[config.mk]
export PLATFORM = sky130hd
export DESIGN_NAME = icbu_bank
export DESIGN_NICKNAME = d
export VERILOG_FILES = /design/src/inc/icbu_pkg.sv /design/src/hdl/icbu_gate.sv /design/src/hdl/icbu_bank.sv
export SDC_FILE = /design/constraint.sdc
export NUM_CORES = 1
export LEC_CHECK = 0
export BUFFER_PORTS_ARGS = -buffer_cell sky130_fd_sc_hd__buf_2
export CAP_MARGIN = 20
export CORE_MARGIN = 3
export CORE_UTILIZATION = 45
export CTS_BUF_LIST = sky130_fd_sc_hd__clkbuf_4
export DETAILED_ROUTE_END_ITERATION = 12
export PLACE_DENSITY_LB_ADDON = 0.2
export SYNTH_ARGS = -nofsm -noshare
export SYNTH_HDL_FRONTEND = slang
export SYNTH_SLANG_ARGS = --single-unit
[constraint.sdc]
create_clock -name SYS_CLK -period 5.7 [get_ports SYS_CLK]
set_input_delay 1.425 -clock SYS_CLK [delete_from_list [all_inputs] [get_ports SYS_CLK]]
set_output_delay 1.425 -clock SYS_CLK [all_outputs]
set_load 0.03 [all_outputs]
[src/inc/icbu_pkg.sv]
// Purpose : Shared constants and carriers for the fetch/bus-unit error bank
// Assumes : MSR numbers are 32-bit, register data 64-bit
// Notes   : Status layout follows the data-cache status register
`default_nettype none
package icbu_pkg;
    // ----------------------------------------
    // Register numbers
    // ----------------------------------------
    localparam logic [31:0] ADR_IC_CTL  = 32'h0000_0404;
    localparam logic [31:0] ADR_IC_STAT = 32'h0000_0405;
    localparam logic [31:0] ADR_IC_ADDR = 32'h0000_0406;
    localparam logic [31:0] ADR_BU_CTL  = 32'h0000_0408;
    localparam logic [31:0] ADR_IC_MASK = 32'hc001_0045;
    // ----------------------------------------
    // Status field positions
    // ----------------------------------------
    localparam int ST_VALID      = 63;
    localparam int ST_OVER       = 62;
    localparam int ST_UNCOR      = 61;
    localparam int ST_EN         = 60;
    localparam int ST_ADDR_VALID = 58;
    localparam int ST_CTX_BAD    = 57;
    localparam int ST_CORR_ECC   = 46;
    localparam int ST_UNCOR_ECC  = 45;
    localparam int ST_SCRUB      = 40;
    localparam int ST_EXT        = 16;
    localparam logic [3:0] EXT_PLAIN = 4'h0;
    localparam logic [3:0] EXT_MULTI = 4'h1;
    // ----------------------------------------
    // Fetch unit enable bits
    // ----------------------------------------
    localparam int IC_ECCI = 0;
    localparam int IC_ECCM = 1;
    localparam int IC_IDP  = 2;
    localparam int IC_IMTP = 3;
    localparam int IC_ISTP = 4;
    localparam int IC_L1TP = 5;
    localparam int IC_L2TP = 6;
    localparam int IC_FETCH_RD = 9;
    localparam logic [63:0] IC_CTL_IMPL = 64'h0000_0000_0000_027f;
    // ----------------------------------------
    // Bus unit enable register
    // ----------------------------------------
    localparam int BU_W       = 20;
    localparam int BU_RDE_ALL = 2;
    localparam logic [63:0] RST_ZERO = 64'h0;
    localparam int ADDR_MSB = 47;
    // ----------------------------------------
    // Carriers
    // ----------------------------------------
    typedef enum logic [3:0] {
        IE_SYS_FILL, IE_L2_FILL, IE_DATA_LOAD, IE_STAG_SNOOP,
        IE_STAG_VICT, IE_TAG_LOAD, IE_TAG_VICT, IE_L1TLB,
        IE_L1TLB_MM, IE_L2TLB, IE_L2TLB_MM, IE_SYS_RDERR
    } icbu_ierr_e;
    typedef struct packed {
        logic                 valid;
        icbu_ierr_e           kind;
        logic                 multibit;
        logic                 page_2m;
        logic [15:0]          code;
        logic [ADDR_MSB:0]    addr;
    } icbu_ierr_s;
    typedef struct packed {
        logic        req;
        logic        we;
        logic [31:0] addr;
        logic [63:0] wdata;
    } icbu_msr_s;
    typedef struct packed {
        logic        ack;
        logic        hit;
        logic [63:0] rdata;
    } icbu_rsp_s;
endpackage
`default_nettype wire

[src/hdl/icbu_gate.sv]
// Purpose : Global and local enable gating for a group of error classes
// Assumes : Events are one-cycle pulses on the core clock
// Notes   : Purely combinational, registered by the caller
`timescale 1ns/1ps
`default_nettype none
module icbu_gate #(
    parameter int W = 20
) (
    input  wire logic [W-1:0] events,
    input  wire logic [W-1:0] local_en,
    input  wire logic         global_en,
    output logic      [W-1:0] log_vec,
    output logic              signal
);
    // ----------------------------------------
    // Gating
    // ----------------------------------------
    // global gates logging
    assign log_vec = events & {W{global_en}};
    assign signal = |(log_vec & local_en);
endmodule
`default_nettype wire

[src/hdl/icbu_bank.sv]
// Purpose : Fetch-unit and bus-unit error reporting bank
// Assumes : Global enables come from core logic on SYS_CLK
// Notes   : MSR answer comes one cycle after each request
`timescale 1ns/1ps
`default_nettype none
module icbu_bank (
    input  wire logic                 SYS_CLK,
    input  wire logic                 RST,
    input  wire icbu_pkg::icbu_msr_s  MSR_IN,
    output icbu_pkg::icbu_rsp_s       MSR_OUT,
    input  wire logic                 IC_GLOBAL_EN,
    input  wire logic                 BU_GLOBAL_EN,
    input  wire icbu_pkg::icbu_ierr_s IC_ERR,
    input  wire logic [19:0]          BU_ERR,
    output logic                      IC_MCE,
    output logic [19:0]               BU_LOG,
    output logic                      BU_MCE
);
    import icbu_pkg::*;

    // ----------------------------------------
    // State
    // ----------------------------------------
    typedef struct packed {
        logic [63:0]     ic_ctl;
        logic [63:0]     ic_mask;
        logic [63:0]     ic_stat;
        logic [63:0]     ic_addr;
        logic [BU_W-1:0] bu_ctl;
        icbu_rsp_s       rsp;
        logic            ic_mce;
        logic [BU_W-1:0] bu_log;
        logic            bu_mce;
    } icbu_state_s;

    icbu_state_s st_q;
    icbu_state_s st_d;

    logic [BU_W-1:0] bu_log_c;
    logic            bu_sig_c;
    logic [0:0]      ic_log_c;
    logic            ic_sig_c;
    logic [0:0]      ic_loc_c;
    logic [63:0]     ic_stat_c;
    logic [63:0]     ic_amask_c;
    logic            wr_c;
    logic            hw_log_c;

    // ----------------------------------------
    // Helper functions
    // ----------------------------------------
    // Local enable for a fetch-unit error
    function automatic logic ic_local(
        input icbu_ierr_e      k,
        input logic            mb,
        input logic [63:0]     ctl,
        input logic [BU_W-1:0] bu
    );
        logic r;
        r = 1'b0;
        case (k)
            IE_SYS_FILL, IE_L2_FILL: begin
                r = mb ? ctl[IC_ECCM] : ctl[IC_ECCI];
            end
            IE_DATA_LOAD: begin
                r = ctl[IC_IDP];
            end
            IE_STAG_SNOOP, IE_STAG_VICT: begin
                r = ctl[IC_ISTP];
            end
            IE_TAG_LOAD, IE_TAG_VICT: begin
                r = ctl[IC_IMTP];
            end
            IE_L1TLB, IE_L1TLB_MM: begin
                r = ctl[IC_L1TP];
            end
            IE_L2TLB, IE_L2TLB_MM: begin
                r = ctl[IC_L2TP];
            end
            IE_SYS_RDERR: begin
                r = ctl[IC_FETCH_RD] & bu[BU_RDE_ALL];
            end
            default: begin
                r = 1'b0;
            end
        endcase
        return r;
    endfunction

    // Mask of address bits that carry content
    function automatic logic [63:0] bits_hi_lo(input int hi, input int lo);
        logic [63:0] m;
        m = '0;
        for (int i = 0; i < 64; i++) begin
            if (i <= hi && i >= lo) begin
                m[i] = 1'b1;
            end
        end
        return m;
    endfunction

    function automatic logic [63:0] addr_mask(
        input icbu_ierr_e k,
        input logic       p2m
    );
        logic [63:0] m;
        m = '0;
        case (k)
            IE_STAG_SNOOP, IE_SYS_FILL, IE_L2_FILL: begin
                m = bits_hi_lo(39, 6);
            end
            IE_TAG_LOAD: begin
                m = bits_hi_lo(ADDR_MSB, 6);
            end
            IE_DATA_LOAD: begin
                m = bits_hi_lo(ADDR_MSB, 4);
            end
            IE_L1TLB, IE_L1TLB_MM: begin
                m = p2m ? bits_hi_lo(ADDR_MSB, 20) : bits_hi_lo(ADDR_MSB, 12);
            end
            IE_L2TLB, IE_L2TLB_MM: begin
                m = bits_hi_lo(ADDR_MSB, 12);
            end
            default: begin
                m = '0;
            end
        endcase
        return m;
    endfunction

    // Status word for a freshly logged error
    function automatic logic [63:0] ic_status(
        input icbu_ierr_e  k,
        input logic        mb,
        input logic        en,
        input logic [15:0] code
    );
        logic [63:0] s;
        logic        fill;
        s    = '0;
        fill = (k == IE_SYS_FILL) || (k == IE_L2_FILL);
        s[ST_VALID] = 1'b1;
        s[ST_EN]    = en;
        s[ST_UNCOR]     = (fill & mb) | (k == IE_STAG_SNOOP) | (k == IE_STAG_VICT);
        s[ST_CTX_BAD]   = s[ST_UNCOR];
        s[ST_CORR_ECC]  = fill & ~mb;
        s[ST_UNCOR_ECC] = fill & mb;
        s[ST_SCRUB]     = 1'b0;
        s[ST_ADDR_VALID] = (addr_mask(k, 1'b0) != '0);
        if (k == IE_SYS_RDERR) begin
            s[ST_UNCOR]      = 1'b1;
            s[ST_CTX_BAD]    = 1'b0;
            s[ST_ADDR_VALID] = 1'b0;
        end
        if (k == IE_L1TLB_MM || k == IE_L2TLB_MM) begin
            s[ST_EXT +: 4] = EXT_MULTI;
        end else begin
            s[ST_EXT +: 4] = EXT_PLAIN;
        end
        s[15:0] = code;
        return s;
    endfunction

    // ----------------------------------------
    // Enable gating
    // ----------------------------------------
    // bus unit error classes
    icbu_gate #(
        .W(BU_W)
    ) u_bu_gate (
        .events    (BU_ERR),
        .local_en  (st_q.bu_ctl),
        .global_en (BU_GLOBAL_EN),
        .log_vec   (bu_log_c),
        .signal    (bu_sig_c)
    );

    // The fetch unit reuses the same gate with one class
    assign ic_loc_c[0] = ic_local(IC_ERR.kind, IC_ERR.multibit,
                                  st_q.ic_ctl, st_q.bu_ctl);

    icbu_gate #(
        .W(1)
    ) u_ic_gate (
        .events    (IC_ERR.valid),
        .local_en  (ic_loc_c),
        .global_en (IC_GLOBAL_EN),
        .log_vec   (ic_log_c),
        .signal    (ic_sig_c)
    );

    // Candidate status and address mask for this cycle
    assign ic_stat_c  = ic_status(IC_ERR.kind, IC_ERR.multibit,
                                  ic_loc_c[0], IC_ERR.code);
    assign ic_amask_c = addr_mask(IC_ERR.kind, IC_ERR.page_2m);
    assign hw_log_c   = ic_log_c[0];
    assign wr_c       = MSR_IN.req & MSR_IN.we;

    // ----------------------------------------
    // Next state
    // ----------------------------------------
    always_comb begin
        st_d = st_q;
        // Software writes first, hardware logging overrides below
        if (wr_c) begin
            case (MSR_IN.addr)
                ADR_IC_CTL: begin
                    st_d.ic_ctl = ((MSR_IN.wdata & ~st_q.ic_mask)
                                  | (MSR_IN.wdata & st_q.ic_ctl & st_q.ic_mask))
                                  & IC_CTL_IMPL;
                end
                ADR_IC_MASK: begin
                    st_d.ic_mask = MSR_IN.wdata;
                end
                ADR_IC_STAT: begin
                    st_d.ic_stat = MSR_IN.wdata;
                end
                ADR_IC_ADDR: begin
                    st_d.ic_addr = MSR_IN.wdata;
                end
                ADR_BU_CTL: begin
                    st_d.bu_ctl = MSR_IN.wdata[BU_W-1:0];
                end
                default: begin
                    st_d.ic_mask = st_q.ic_mask;
                end
            endcase
        end
        // A logged error wins over a same-cycle software write to the status word
        if (hw_log_c) begin
            if (st_q.ic_stat[ST_VALID]) begin
                st_d.ic_stat           = st_q.ic_stat;
                st_d.ic_stat[ST_OVER]  = 1'b1;
            end else begin
                st_d.ic_stat = ic_stat_c;
                st_d.ic_addr = {16'h0, IC_ERR.addr} & ic_amask_c;
            end
        end
        // Exception requests and bus log pulses
        st_d.ic_mce = ic_sig_c;
        st_d.bu_log = bu_log_c;
        st_d.bu_mce = bu_sig_c;
        // Read answer, unmapped numbers answer zero with hit low
        st_d.rsp.ack   = MSR_IN.req;
        st_d.rsp.hit   = 1'b0;
        st_d.rsp.rdata = '0;
        if (MSR_IN.req) begin
            st_d.rsp.hit = 1'b1;
            case (MSR_IN.addr)
                ADR_IC_CTL: begin
                    st_d.rsp.rdata = st_q.ic_ctl;
                end
                ADR_IC_MASK: begin
                    st_d.rsp.rdata = st_q.ic_mask;
                end
                ADR_IC_STAT: begin
                    st_d.rsp.rdata = st_q.ic_stat;
                end
                ADR_IC_ADDR: begin
                    st_d.rsp.rdata = st_q.ic_addr;
                end
                ADR_BU_CTL: begin
                    st_d.rsp.rdata = {{(64-BU_W){1'b0}}, st_q.bu_ctl};
                end
                default: begin
                    st_d.rsp.hit = 1'b0;
                end
            endcase
            if (MSR_IN.we) begin
                st_d.rsp.rdata = '0;
            end
        end
    end

    // ----------------------------------------
    // Registers
    // ----------------------------------------
    // Every control bit resets to zero, so exception signalling starts off
    always_ff @(posedge SYS_CLK) begin
        if (RST) begin
            st_q <= '0;
        end else begin
            st_q <= st_d;
        end
    end

    // ----------------------------------------
    // Outputs
    // ----------------------------------------
    assign MSR_OUT = st_q.rsp;
    assign IC_MCE  = st_q.ic_mce;
    assign BU_LOG  = st_q.bu_log;
    assign BU_MCE  = st_q.bu_mce;
endmodule
`default_nettype wire

==> flow_summary.toml <==
[outcome]
status = "finished, final reports clean"

[cells_and_area]
ff_latch_area_um2 = 6170
final_layout_size_suffix_gt1_share_pct = 27.4
multi_input_area_um2 = 5880
n_fill_cell = 2802
final_cell_mix = "dfxtp_1 (308), buf_2 (275), nand2_1 (258)"
layout_commonest_cell = "dfxtp_1"
area_delta_synth_final_pct = 14.7
final_nets = 1930

[sta]
fin_tns_setup_ps = 0
finalCritPeriodShare_pct = 64.0
setup_viol = 0
hold_violations = 0
rsz0062_at_grt = "no"
setup_slack_ps = 2050
tightest_slew_ps = 1040
fin_worst_skew_ps = 33.9
min_period_ps = 3650
slew_headroom_pct = 30.8
max_freq_mhz = 274
slew_viol_final = 0

[logic_synthesis]
synth_seq_area_share_pct = 46.3
ys.flop_type = "dfxtp_1"
synth_nets = 1771
synth_top_cell_by_area = "dfxtp_1"
netlist_instances = 1578
syn_area_um2 = 13300
synth_top_cells_by_area = "dfxtp_1 (46%), nand2_1 (7.3%), nand3_1 (6.4%)"
synth_cell_type_count = 58
ys_async_sr_fraction_pct = 0
synth_edf_count = 0
ys_warn_count = 0
synth-seq-cells = 308
syn_avg_cell_area_um2 = 8.44
synth_top_area_share_pct = 46.3

[pwr]
vdd_drop_max_mv = 0.147
switchingPower_mw = 1.08
internal_power_mw = 3.43
power_frac_seq_pct = 48.7
swShare_pct = 23.9
fin_total_pwr_mw = 4.50
clkPwrFrac_pct = 45.4
p_leak_nw = 5.76
p_per_area_nw_per_um2 = 295
pwr-share-comb_pct = 5.9

[cts]
clock-sinks = 308
ctsResizeCount = 0
cts_tree = "yes"
clk_latency_ps = 690
cts.clk_slew.worst_paths_ps = 60
cts-root-buf = "clkbuf_4"
post_cts_buffers = 0
clk_path_buf_depth = 3
htree_levels = 3
hold_buffers = 0
numCtsBuffers = 82

[floorplan]
start_util_pct = 46.0
fp-row-count = 62
die_area_um2 = 31700
io_pins = 281
die_w_um = 178
coreArea_um2 = 28900
dieHeight_um = 178

[drt]
ant_nets = 0
firstDrtPassIters = 5
drt-total-wl_um = 43800
wl_met1_um = 17800
drt-wirelength-per-cell_um = 20.1
drt_iter0_markers = 1352
dr_total_vias = 12600
via_per_inst = 5.79
top_layer = "met5"
dr_wl_met3_um = 4080
drc = 0
wl_met2_um = 20800

[placement]
io_buffers = 276
dp_slack_ps = 1420
place.gp.congestion = 0.836
dp_hpwl_um = 26900

[min_path]
hold_class = "flip-flop to flip-flop"
hold-path-cell-count = 2

[global_route]
overflow = 0
antenna_found_initial = 10
grt_pass1_vias = 12200
grt_pass1_wl_um = 66800
grt_max_degree = 66
track_usage_pct = 26.7

[setup_path]
worstSetupPathType = "primary input to flip-flop"
start_kind = "primary input"
cp_slowest_stage_delay_ps = 710
path_cells = "buf_2 -> or4_1 -> nor4_4 -> buf_4 -> and2_1 -> a222oi_1 -> nor2_1"
end_kind = "flip-flop"
worstPathArrival_ps = 4240
crit_required_ps = 6290
crit_path_top_delay_cell = "or4_1"
worstRegToRegCells = 5
path_max_fanout = 50

[flow_run]
cap_violations = 0
power groups by stage:
stage                     clock (mW)  sequential, mW  combinational [mW]
after floorplan                    0            2.24               0.133
after global placement             0            2.24               0.259
after detailed placement           0            2.24               0.262
after CTS                       2.09            2.19               0.263
after global routing            2.20            2.19               0.286
final                           2.05            2.19               0.266
metrics by stage:
step                hold slack (ps)  utilization [%]  cells  instance area, um2
finish                          448             52.8   2181               15300
floorplan                       432                -   1578               13300
CTS                             451             52.7   2172               15200
global route                    466             52.8   2180               15300
global placement                437             48.9   2036               14200
detailed placement              444             48.9   2036               14200
synth_stat cells (4+ instances only):
library cell and instances:
buf_2 28, a21oi_1 154, a22o_1 16, a21oi_2 19, a32o_1 45, inv_1 4
or4_1 4, nand2_1 258, nor2b_1 4, dfxtp_1 308, a222oi_1 10, nor3_1 33
a32oi_1 8, buf_1 12, nand2b_1 5, a2bb2oi_1 7, buf_4 88, buf_6 9
nand4_1 8, nand3_1 171, clkbuf_1 94, a22oi_1 67, and2_1 24, nor2_1 99
o22a_1 7, and4_1 4, nor4_1 11, mux2i_1 7, a221oi_1 8, o221a_2 16
o2bb2ai_1 6, a31oi_1 5
layout make-up:
class / count / share of cell area [%]
Timing Repair Buffer: 306 / 10.6
Antenna cell: 8 / 0.131
Multi-Input combinational cell: 1035 / 38.5
Clock buffer: 123 / 6.05
Tap cell: 384 / 3.15
Sequential cell: 308 / 40.4
Clock inverter: 13 / 1.02
Inverter: 4 / 0.0983
worst paths after layout:
check,start,end,slack [ps]
hold / removal,st_q[163]$_SDFF_PP0_,st_q[163]$_SDFF_PP0_,450
setup / recovery,MSR_IN[89],MSR_OUT[19]$_SDFF_PP0_,2050
setup reg to reg,st_q[235]$_SDFFE_PP0P_,st_q[122]$_SDFF_PP0_,3440
hold reg to reg,st_q[163]$_SDFF_PP0_,st_q[163]$_SDFF_PP0_,450
cells by family (layout without fill, tap and decap cells):
group / after synthesis / count (layout) / synth area share, %
AND/OR/NAND/NOR: 642 / 642 / 22.3
other: 0 / 8 / 0
AO/OA/AOI/OAI: 385 / 385 / 20.9
buffers and inverters: 235 / 446 / 9.87
flip-flops: 308 / 308 / 46.3
XOR/XNOR: 1 / 1 / 0.0658
multiplexers: 7 / 7 / 0.526
critical path, delay by kind of cell:
kind,cells,cell delay [ps]
compound gates,1,200
buf+inv,2,680
simple gates,4,1880
layer usage:
| metal | track usage (%) | vias to the layer above |
|---|---|---|
| met2 | 44.1 | 625 |
| met4 | 9.55 | 6 |
| met5 | 0 | - |
| li1 | - | 5912 |
| met3 | 5.81 | 93 |
| met1 | 34.5 | 5989 |
sequential cells by signal (all words and copies together) (netlist names):
register / cells
BU_MCE: 1
BU_LOG: 20
IC_MCE: 1
st_q: 220
MSR_OUT: 66
(Power assumes the default switching activity.)
